`src/rtl/uisalf_pkg.sv`:
```
package uisalf_pkg;

  // Register offsets on the parallel bus
  localparam logic [2:0] ADDR_ID   = 3'h2;  // Read side
  localparam logic [2:0] ADDR_FIFO = 3'h2;  // Write side
  localparam logic [2:0] ADDR_LINE = 3'h3;

  // Line format field positions
  localparam int LF_DIV     = 7;
  localparam int LF_BREAK   = 6;
  localparam int LF_PAR_HI  = 5;
  localparam int LF_PAR_LO  = 3;
  localparam int LF_STOP    = 2;
  localparam int LF_WLEN_HI = 1;
  localparam int LF_WLEN_LO = 0;
  localparam logic [7:0] LF_RESET = 8'h00;

  // Fifo setup field positions
  localparam int FS_EN      = 0;
  localparam int FS_RXCLR   = 1;
  localparam int FS_TXCLR   = 2;
  localparam int FS_DMA     = 3;
  localparam int FS_TRIG_LO = 6;
  localparam int FS_TRIG_HI = 7;

  // Identification codes and reset value
  localparam logic [3:0] ID_LINE    = 4'h6;
  localparam logic [3:0] ID_RXDATA  = 4'h4;
  localparam logic [3:0] ID_RXTO    = 4'hC;
  localparam logic [3:0] ID_TXEMPTY = 4'h2;
  localparam logic [3:0] ID_MODEM   = 4'h0;
  localparam logic [3:0] ID_NONE    = 4'h1;
  localparam logic [7:0] ID_RESET   = 8'h01;

  // Receive trigger levels
  localparam logic [4:0] TRIG_LVL0 = 5'h01;
  localparam logic [4:0] TRIG_LVL1 = 5'h04;
  localparam logic [4:0] TRIG_LVL2 = 5'h08;
  localparam logic [4:0] TRIG_LVL3 = 5'h0E;

  // Parity codes and format values
  localparam logic [2:0] PAR_EVEN_CODE = 3'h3;
  localparam logic [2:0] PAR_ONE_CODE  = 3'h5;
  localparam logic [2:0] PAR_ZERO_CODE = 3'h7;
  localparam logic [3:0] WLEN_BASE     = 4'h5;
  localparam logic [2:0] STOP_ONE      = 3'h2;  // In half bit times
  localparam logic [2:0] STOP_ONE_HALF = 3'h3;
  localparam logic [2:0] STOP_TWO      = 3'h4;

  // Pin synchroniser layout
  localparam int SY_W    = 14;
  localparam int SY_DLO  = 0;
  localparam int SY_DHI  = 7;
  localparam int SY_ALO  = 8;
  localparam int SY_AHI  = 10;
  localparam int SY_WR   = 11;
  localparam int SY_RD   = 12;
  localparam int SY_CS   = 13;

  typedef enum logic [1:0] {
    PM_ODD  = 2'h0,
    PM_EVEN = 2'h1,
    PM_ONE  = 2'h2,
    PM_ZERO = 2'h3
  } uisalf_parity_type;

  typedef enum logic [2:0] {
    BUS_IDLE  = 3'h1,
    BUS_READ  = 3'h2,
    BUS_WRITE = 3'h4
  } uisalf_bus_type;

endpackage

```
`src/rtl/uisalf_fmt_if.sv`:
```
`timescale 1ns/1ps
`default_nettype none
interface uisalf_fmt_if;
  import uisalf_pkg::*;
  logic [7:0]        line_format;
  logic [3:0]        word_bits;
  logic [2:0]        stop_halves;
  logic              parity_on;
  uisalf_parity_type parity_mode;

  modport ctrl (output line_format, input word_bits, stop_halves, parity_on, parity_mode);
  modport dec  (input line_format, output word_bits, stop_halves, parity_on, parity_mode);
endinterface
`default_nettype wire

```
`src/rtl/uisalf_fmt.sv`:
```
`timescale 1ns/1ps
`default_nettype none
module uisalf_fmt (
  uisalf_fmt_if.dec fmt
);
  import uisalf_pkg::*;

  logic [1:0] wlen;
  logic [2:0] par;

  assign wlen = fmt.line_format[LF_WLEN_HI:LF_WLEN_LO];
  assign par  = fmt.line_format[LF_PAR_HI:LF_PAR_LO];

  // Character length five to eight
  assign fmt.word_bits = WLEN_BASE + {2'h0, wlen};

  // Stop length in half bit times
  always_comb begin
    if (!fmt.line_format[LF_STOP]) begin
      fmt.stop_halves = STOP_ONE;
    end else if (wlen == 2'h0) begin
      fmt.stop_halves = STOP_ONE_HALF;
    end else begin
      fmt.stop_halves = STOP_TWO;
    end
  end

  // Parity selection, forced one moved to code 101
  assign fmt.parity_on = par[0];
  always_comb begin
    case (par)
      PAR_EVEN_CODE: fmt.parity_mode = PM_EVEN;
      PAR_ONE_CODE:  fmt.parity_mode = PM_ONE;
      PAR_ZERO_CODE: fmt.parity_mode = PM_ZERO;
      default:       fmt.parity_mode = PM_ODD;
    endcase
  end
endmodule
`default_nettype wire

```
`src/rtl/uisalf_top.sv`:
```
`timescale 1ns/1ps
`default_nettype none
module uisalf_top (
  input  wire logic                        CORE_CLK,
  input  wire logic                        RESETN,
  input  wire logic [2:0]                  BUS_ADDR,
  input  wire logic                        BUS_CS_N,
  input  wire logic                        BUS_RD_N,
  input  wire logic                        BUS_WR_N,
  input  wire logic [7:0]                  BUS_DATA_IN,
  output logic      [7:0]                  BUS_DATA_OUT,
  output logic                             BUS_DATA_OE_N,
  input  wire logic                        LINE_COND_PEND,
  input  wire logic                        RX_DATA_AVAIL,
  input  wire logic                        RX_TIMEOUT_PEND,
  input  wire logic                        TX_HOLD_EMPTY,
  input  wire logic                        MODEM_CHANGE_PEND,
  input  wire logic [4:0]                  RX_FIFO_LEVEL,
  input  wire logic                        TX_SERIAL_IN,
  output logic                             TX_OUT,
  output logic                             DIV_ACCESS,
  output logic      [3:0]                  WORD_BITS,
  output logic      [2:0]                  STOP_HALVES,
  output logic                             PARITY_ON,
  output uisalf_pkg::uisalf_parity_type    PARITY_MODE,
  output logic                             FIFO_ENABLE,
  output logic                             FIFO_DMA_MODE,
  output logic                             RX_FIFO_CLEAR,
  output logic                             TX_FIFO_CLEAR,
  output logic                             ID_READ_PULSE
);
  import uisalf_pkg::*;

  typedef struct packed {
    // Pin synchroniser stages and filtered pin levels
    logic [SY_W-1:0]   s1;
    logic [SY_W-1:0]   s2;
    logic [SY_W-1:0]   s3;
    logic [SY_W-1:0]   flt;

    // Bus sequencer and captured write
    uisalf_bus_type    bus;
    logic [2:0]        wr_addr;
    logic [7:0]        wr_data;

    // Software visible settings
    logic [7:0]        line_format_control;
    logic              fifo_en;
    logic              dma;
    logic [1:0]        trig;

    // Shown source and read port
    logic [3:0]        id_code;
    logic [7:0]        rdata;
    logic              oe_n;

    // One cycle pulses
    logic              id_rd;
    logic              rx_clr;
    logic              tx_clr;

    // Serial line and decoded format
    logic              tx_out;
    logic [3:0]        word_bits;
    logic [2:0]        stop_halves;
    logic              par_on;
    uisalf_parity_type par_mode;
  } uisalf_state_type;

  uisalf_state_type r_ff;
  uisalf_state_type nxt_r;

  uisalf_fmt_if fmt_bus ();

  logic [4:0] trig_level;
  logic       rx_pend;
  logic       shown_pend;
  logic [3:0] top_code;
  logic [7:0] id_value;
  logic       rd_act;
  logic       wr_act;

  // Format decoder
  assign fmt_bus.line_format = r_ff.line_format_control;
  uisalf_fmt u_fmt (
    .fmt (fmt_bus)
  );

  // Trigger level lookup
  always_comb begin
    case (r_ff.trig)
      2'h0:    trig_level = TRIG_LVL0;
      2'h1:    trig_level = TRIG_LVL1;
      2'h2:    trig_level = TRIG_LVL2;
      default: trig_level = TRIG_LVL3;
    endcase
  end

  // Data available source, fifo mode counts against trigger
  assign rx_pend = r_ff.fifo_en ? (RX_FIFO_LEVEL >= trig_level) : RX_DATA_AVAIL;

  // Highest pending source by fixed priority
  always_comb begin
    if (LINE_COND_PEND) begin
      top_code = ID_LINE;
    end else if (RX_TIMEOUT_PEND) begin
      top_code = ID_RXTO;
    end else if (rx_pend) begin
      top_code = ID_RXDATA;
    end else if (TX_HOLD_EMPTY) begin
      top_code = ID_TXEMPTY;
    end else if (MODEM_CHANGE_PEND) begin
      top_code = ID_MODEM;
    end else begin
      top_code = ID_NONE;
    end
  end

  // Whether the source now shown is still pending
  always_comb begin
    case (r_ff.id_code)
      ID_LINE:    shown_pend = LINE_COND_PEND;
      ID_RXTO:    shown_pend = RX_TIMEOUT_PEND;
      ID_RXDATA:  shown_pend = rx_pend;
      ID_TXEMPTY: shown_pend = TX_HOLD_EMPTY;
      ID_MODEM:   shown_pend = MODEM_CHANGE_PEND;
      default:    shown_pend = 1'b0;
    endcase
  end

  // Id register image, bits 5:4 zero
  assign id_value = {r_ff.fifo_en, r_ff.fifo_en, 2'h0, r_ff.id_code};

  // Filtered strobes
  assign rd_act = !r_ff.flt[SY_CS] && !r_ff.flt[SY_RD];
  assign wr_act = !r_ff.flt[SY_CS] && !r_ff.flt[SY_WR];

  // Next state
  always_comb begin
    nxt_r        = r_ff;
    nxt_r.id_rd  = 1'b0;
    nxt_r.rx_clr = 1'b0;
    nxt_r.tx_clr = 1'b0;

    // Three stage pin synchroniser, a bit moves once stages two and three agree
    nxt_r.s1  = {BUS_CS_N, BUS_RD_N, BUS_WR_N, BUS_ADDR, BUS_DATA_IN};
    nxt_r.s2  = r_ff.s1;
    nxt_r.s3  = r_ff.s2;
    nxt_r.flt = ((r_ff.s2 ~^ r_ff.s3) & r_ff.s3) | ((r_ff.s2 ^ r_ff.s3) & r_ff.flt);

    // Hold the shown source until serviced, then take the next
    if (!shown_pend) begin
      nxt_r.id_code = top_code;
    end

    // Bus access sequence
    case (r_ff.bus)
      BUS_IDLE: begin
        if (rd_act) begin
          nxt_r.bus  = BUS_READ;
          nxt_r.oe_n = 1'b0;
          case (r_ff.flt[SY_AHI:SY_ALO])
            ADDR_ID: begin
              nxt_r.rdata = id_value;
              nxt_r.id_rd = 1'b1;
            end
            ADDR_LINE: nxt_r.rdata = r_ff.line_format_control;
            default:   nxt_r.rdata = 8'h00;
          endcase
        end else if (wr_act) begin
          nxt_r.bus     = BUS_WRITE;
          nxt_r.wr_addr = r_ff.flt[SY_AHI:SY_ALO];
          nxt_r.wr_data = r_ff.flt[SY_DHI:SY_DLO];
        end
      end
      BUS_READ: begin
        if (!rd_act) begin
          nxt_r.bus  = BUS_IDLE;
          nxt_r.oe_n = 1'b1;
        end
      end
      BUS_WRITE: begin
        if (wr_act) begin
          // Track data until the strobe ends
          nxt_r.wr_addr = r_ff.flt[SY_AHI:SY_ALO];
          nxt_r.wr_data = r_ff.flt[SY_DHI:SY_DLO];
        end else begin
          nxt_r.bus = BUS_IDLE;
          if (r_ff.wr_addr == ADDR_LINE) begin
            nxt_r.line_format_control = r_ff.wr_data;
          end else if (r_ff.wr_addr == ADDR_FIFO) begin
            if (r_ff.wr_data[FS_EN]) begin
              nxt_r.fifo_en = 1'b1;
              nxt_r.dma     = r_ff.wr_data[FS_DMA];
              nxt_r.trig    = r_ff.wr_data[FS_TRIG_HI:FS_TRIG_LO];
              nxt_r.rx_clr  = r_ff.wr_data[FS_RXCLR] || !r_ff.fifo_en;
              nxt_r.tx_clr  = r_ff.wr_data[FS_TXCLR] || !r_ff.fifo_en;
            end else begin
              // Leaving fifo mode empties both fifos
              nxt_r.fifo_en = 1'b0;
              nxt_r.rx_clr  = r_ff.fifo_en;
              nxt_r.tx_clr  = r_ff.fifo_en;
            end
          end
        end
      end
      default: begin
        nxt_r.bus  = BUS_IDLE;
        nxt_r.oe_n = 1'b1;
      end
    endcase

    // Break forces the line low
    nxt_r.tx_out = r_ff.line_format_control[LF_BREAK] ? 1'b0 : TX_SERIAL_IN;

    // Registered format outputs
    nxt_r.word_bits   = fmt_bus.word_bits;
    nxt_r.stop_halves = fmt_bus.stop_halves;
    nxt_r.par_on      = fmt_bus.parity_on;
    nxt_r.par_mode    = fmt_bus.parity_mode;
  end

  // State register with synchronous reset
  always_ff @(posedge CORE_CLK) begin
    if (!RESETN) begin
      // Pins read as idle high
      r_ff.s1          <= '1;
      r_ff.s2          <= '1;
      r_ff.s3          <= '1;
      r_ff.flt         <= '1;

      // Bus idle, nothing captured
      r_ff.bus         <= BUS_IDLE;
      r_ff.wr_addr     <= 3'h0;
      r_ff.wr_data     <= 8'h00;

      // Settings at their defaults
      r_ff.line_format_control         <= LF_RESET;
      r_ff.fifo_en     <= 1'b0;
      r_ff.dma         <= 1'b0;
      r_ff.trig        <= 2'h0;

      // Nothing pending, read port released
      r_ff.id_code     <= ID_RESET[3:0];
      r_ff.rdata       <= 8'h00;
      r_ff.oe_n        <= 1'b1;

      // Pulses low
      r_ff.id_rd       <= 1'b0;
      r_ff.rx_clr      <= 1'b0;
      r_ff.tx_clr      <= 1'b0;

      // Line idle, format of an all zero register
      r_ff.tx_out      <= 1'b1;
      r_ff.word_bits   <= WLEN_BASE;
      r_ff.stop_halves <= STOP_ONE;
      r_ff.par_on      <= 1'b0;
      r_ff.par_mode    <= PM_ODD;
    end else begin
      r_ff <= nxt_r;
    end
  end

  // Read port straight from flops
  assign BUS_DATA_OUT  = r_ff.rdata;
  assign BUS_DATA_OE_N = r_ff.oe_n;

  // Serial line and format straight from flops
  assign TX_OUT        = r_ff.tx_out;
  assign DIV_ACCESS    = r_ff.line_format_control[LF_DIV];
  assign WORD_BITS     = r_ff.word_bits;
  assign STOP_HALVES   = r_ff.stop_halves;
  assign PARITY_ON     = r_ff.par_on;
  assign PARITY_MODE   = r_ff.par_mode;

  // Fifo settings straight from flops
  assign FIFO_ENABLE   = r_ff.fifo_en;
  assign FIFO_DMA_MODE = r_ff.dma;

  // Pulses straight from flops
  assign RX_FIFO_CLEAR = r_ff.rx_clr;
  assign TX_FIFO_CLEAR = r_ff.tx_clr;
  assign ID_READ_PULSE = r_ff.id_rd;
endmodule
`default_nettype wire

```
`config.mk`:
```
export PLATFORM = sky130hd
export DESIGN_NAME = uisalf_top
export DESIGN_NICKNAME = d
export VERILOG_FILES = /design/src/rtl/uisalf_pkg.sv /design/src/rtl/uisalf_fmt_if.sv /design/src/rtl/uisalf_fmt.sv /design/src/rtl/uisalf_top.sv
export SDC_FILE = /design/constraint.sdc
export NUM_CORES = 1
export LEC_CHECK = 0
export ABC_CLOCK_PERIOD_IN_PS = 3250
export BUFFER_PORTS_ARGS = -buffer_cell sky130_fd_sc_hd__buf_2
export CAP_MARGIN = 30
export CELL_PAD_IN_SITES_DETAIL_PLACEMENT = 1
export CELL_PAD_IN_SITES_GLOBAL_PLACEMENT = 2
export CORE_AREA = 2 2 119 98
export CTS_CLUSTER_DIAMETER = 60
export DETAILED_ROUTE_END_ITERATION = 16
export DIE_AREA = 0 0 121 100
export PLACE_DENSITY_LB_ADDON = 0.15
export REMOVE_ABC_BUFFERS = 1
export SETUP_SLACK_MARGIN = 0.05
export SLEW_MARGIN = 0
export SYNTH_ARGS = -nofsm -noshare
export SYNTH_HDL_FRONTEND = slang
export SYNTH_SLANG_ARGS = --single-unit
```
`constraint.sdc`:
```
create_clock -name CORE_CLK -period 3.25 [get_ports CORE_CLK]
set_input_delay 0.325 -clock CORE_CLK [delete_from_list [all_inputs] [get_ports CORE_CLK]]
set_output_delay 0.325 -clock CORE_CLK [all_outputs]
set_load 0.02 [all_outputs]
```
==> impl_metrics.env <==
export IMPL_synthSimpleGateAreaFrac=0.233
export IMPL_finalCritPeriodShare=0.567
export IMPL_crit_arrival_ns=2.08
export IMPL_vias=2745
export IMPL_ir_worst_vdd_uv=267
export IMPL_powerDensity_mw_per_mm2=563
export IMPL_post_layout_nonfiller_instances=585
export IMPL_synthMuxAreaShare=0.0698
export IMPL_die_y_um=100
export IMPL_layout_drive_gt1_share=0.172
export IMPL_crit_fanout=7
export IMPL_pre_cts_slack_ns=1.42
export IMPL_drcViolationCount=0
export IMPL_synth_ff_type="dfxtp_1"
export IMPL_cp_required_ns=3.49
export IMPL_post_dp_hpwl_mm=5.54
export IMPL_slew_viol_final=0
export IMPL_tightest_slew_ns=0.916
export IMPL_first_pass_iters=4
export IMPL_yosysWarningCount=0
export IMPL_cap_violations=0
export IMPL_cts_root_buffer="clkbuf_16"
export IMPL_route_antenna_remaining_nets=0
export IMPL_synthArstFlopShare=0
export IMPL_htreeDepth=3
export IMPL_postPlaceCellArea_sq_mm=0.00445
export IMPL_critPathCaptureType="flop"
export IMPL_synth_cells=403
export IMPL_synthXorXnorAreaFrac=0
export IMPL_cts_buffers=9
export IMPL_die_area_sq_mm=0.0121
export IMPL_drt_initial_drc_count=117
export IMPL_hold_class="in2reg"
export IMPL_synth_fa_ha_area_frac=0.0600
export IMPL_slew_limit_headroom=0.384
export IMPL_p_leak_uw=0.00193
export IMPL_drt_vias_per_instance=4.69
export IMPL_slowest_delay_ns=0.56
export IMPL_diodes=0
export IMPL_crit_chain="nand2b_2 -> or4_4 -> nor3b_4 -> mux2i_1 -> nor2b_1"
export IMPL_grt_usage=0.143
export IMPL_ctsHoldBuffers=0
export IMPL_yosysSeqAreaShare=0.523
export IMPL_initial_core_util=0.377
export IMPL_final_cell_area_sq_mm=0.00477
export IMPL_hold_viol=0
export IMPL_nets=480
export IMPL_crit_type="reg2reg"
export IMPL_outcome="finished clean"
export IMPL_cts_tree="built"
export IMPL_max_clock_path_buffers=2
export IMPL_cts_resized=0
export IMPL_fillCellCount=1217
export IMPL_grt_max_degree=86
export IMPL_finalSetupTns_ns=0
export IMPL_setup_ws_ns=1.41
export IMPL_clkLatencyLatePin_ns=0.34
export IMPL_timing_reg2reg_worst_path_depth=5
export IMPL_synth_top_area_share=0.523
export IMPL_placementRows=35
export IMPL_crit_path_start_kind="flop"
export IMPL_overflow=0
export IMPL_syn_to_final_growth_pct=14.4
export IMPL_slowest_stage="or4_4"
export IMPL_clk_pin_slew_ns=0.07
export IMPL_die_w_um=121
export IMPL_wl_per_cell_um=13.7
export IMPL_place_inst=570
export IMPL_synth_enable_flop_cells=0
export IMPL_clock_sinks=109
export IMPL_clock_fmax_mhz=543
export IMPL_hold_depth=2
export IMPL_numPortBuffers=52
export IMPL_wl_mm=8.03
export IMPL_rsz0062_at_grt="false"
export IMPL_synth_compound_area_frac=0.0585
export IMPL_finClkSkew_ns=0.00493
export IMPL_synth_seq_cells=109
export IMPL_fin_crit_ns=1.84
export IMPL_place_congestion=0.768
export IMPL_core_sq_mm=0.0111
export IMPL_setup_viol=0
export IMPL_ios=53
export IMPL_first_global_vias=2753
export IMPL_syn_area_sq_mm=0.00417
export IMPL_synth_area_leaders="dfxtp_1 52%, nand2b_1 7.0%, mux2i_1 6.7%, ha_1 6.0%, nor2b_1 4.2%"
export IMPL_grt_pass1_wl_mm=13.5
export IMPL_synth_top_family_by_area="simple AND/OR/NAND/NOR gates"
export IMPL_post_cts_buffers=0
export IMPL_synth_top_area_cell="dfxtp_1"
export IMPL_yosysUniqueCellTypes=42
export IMPL_antenna_found_initial=0
export IMPL_syn_mean_instance_area_sq_um=10.4
[stage by stage]
step           power, uW  hold slack, ns  utilization
2_1_floorplan       1490           0.386            -
3_3_place_gp        1540           0.389        0.401
3_5_place_dp        1550           0.394        0.401
4_1_cts             2730           0.150        0.431
5_1_grt             2810           0.150        0.431
6_report            2690           0.162        0.431
[cells in the final DEF, fill, tap and decap left out, types with 2 or more instances in the layout]
cell type	count
clkbuf_8	2
a21boi_0	4
and2_1	2
mux2i_1	28
nand4_1	2
a211oi_1	2
nor3_1	7
nand3_1	3
or4_1	2
nand2b_1	47
bufinv_16	2
nand3b_1	16
inv_1	9
o32ai_1	3
buf_2	52
nand2_1	25
a21oi_1	8
ha_1	20
and3_1	5
nor2b_1	28
nor2_1	14
o21a_1	4
dfxtp_1	109
nor3b_1	4
o21ai_0	5
or2_2	2
nor4_1	4
a31oi_1	2
clkbuf_16	9
[final timing paths]
path                       start            end  slack, ns
hold reg to reg        nxt_r[81]      nxt_r[67]       0.41
setup reg to reg        r_ff[52]  FIFO_DMA_MODE       1.41
hold / removal    BUS_DATA_IN[3]      nxt_r[84]       0.16
setup / recovery        r_ff[52]  FIFO_DMA_MODE       1.41
[area by class of cell]
cell class,instances,area [sq um],area share
well taps,148,185,0.0388
inverters,9,33.8,0.00708
clock inverters,3,68.8,0.0144
clock buffers,12,256,0.0537
multi-input cells,250,1760,0.369
repair buffers,54,288,0.0603
flip-flops and latches,109,2180,0.457
[registers in the layout (all words and copies together), names as in the netlist]
signal and count:
r_ff 44, nxt_r 28, BUS_DATA_OUT 8, fmt_bus.line_format 8, WORD_BITS 4, id_value 4, STOP_HALVES 3, PARITY_MODE 2
BUS_DATA_OE_N 1, FIFO_DMA_MODE 1, FIFO_ENABLE 1, ID_READ_PULSE 1, PARITY_ON 1, RX_FIFO_CLEAR 1, TX_FIFO_CLEAR 1, TX_OUT 1
[critical path: cells and delay by family (launching register included)]
family	cells	cell delay, ns
AND/OR/NAND/NOR	4	1.08
multiplexers	1	0.22
flip-flops	1	0.45
[cell families (layout without fill, tap and decap cells)]
| family | after synthesis | after routing |
|---|---|---|
| AOI/OAI and AO/OA | 36 | 36 |
| adders and majority gates | 20 | 20 |
| buffers and inverters | 44 | 78 |
| DFF | 109 | 109 |
| muxes | 29 | 29 |
| and+or+nand+nor | 165 | 165 |
[power by group]
group          total [uW]  internal, uW  switching (uW)
Combinational         119          62.2            56.8
Clock                1170           715             458
Sequential           1390          1370            25.2
Total                2690          2150             540
[cells in the mapped netlist (2+ instances only)]
library cell and n:
and2_1 2, clkbuf_1 13, buf_1 2, and3_1 5
nand4_1 2, o32ai_1 3, buf_4 17, a211oi_1 2
or4_1 2, o21ai_0 5, nor2_1 14, nand3b_1 16
a21boi_0 4, nor4_1 4, nand2_1 25, nor3_1 7
ha_1 20, nand2b_1 47, nand3_1 3, mux2i_1 28
a31oi_1 2, nor2b_1 28, or2_2 2, buf_2 3
o21a_1 4, a21oi_1 8, nor3b_1 4, dfxtp_1 109
inv_1 9
[layer usage]
layer	routed length, um	global-route usage	vias to the layer above
met5	0	0	-
met4	99	0.0483	0
met3	318	0.0403	9
met2	3660	0.236	43
met1	3950	0.180	1285
li1	-	-	1408
Note: power is estimated with default switching activity, not from simulation.
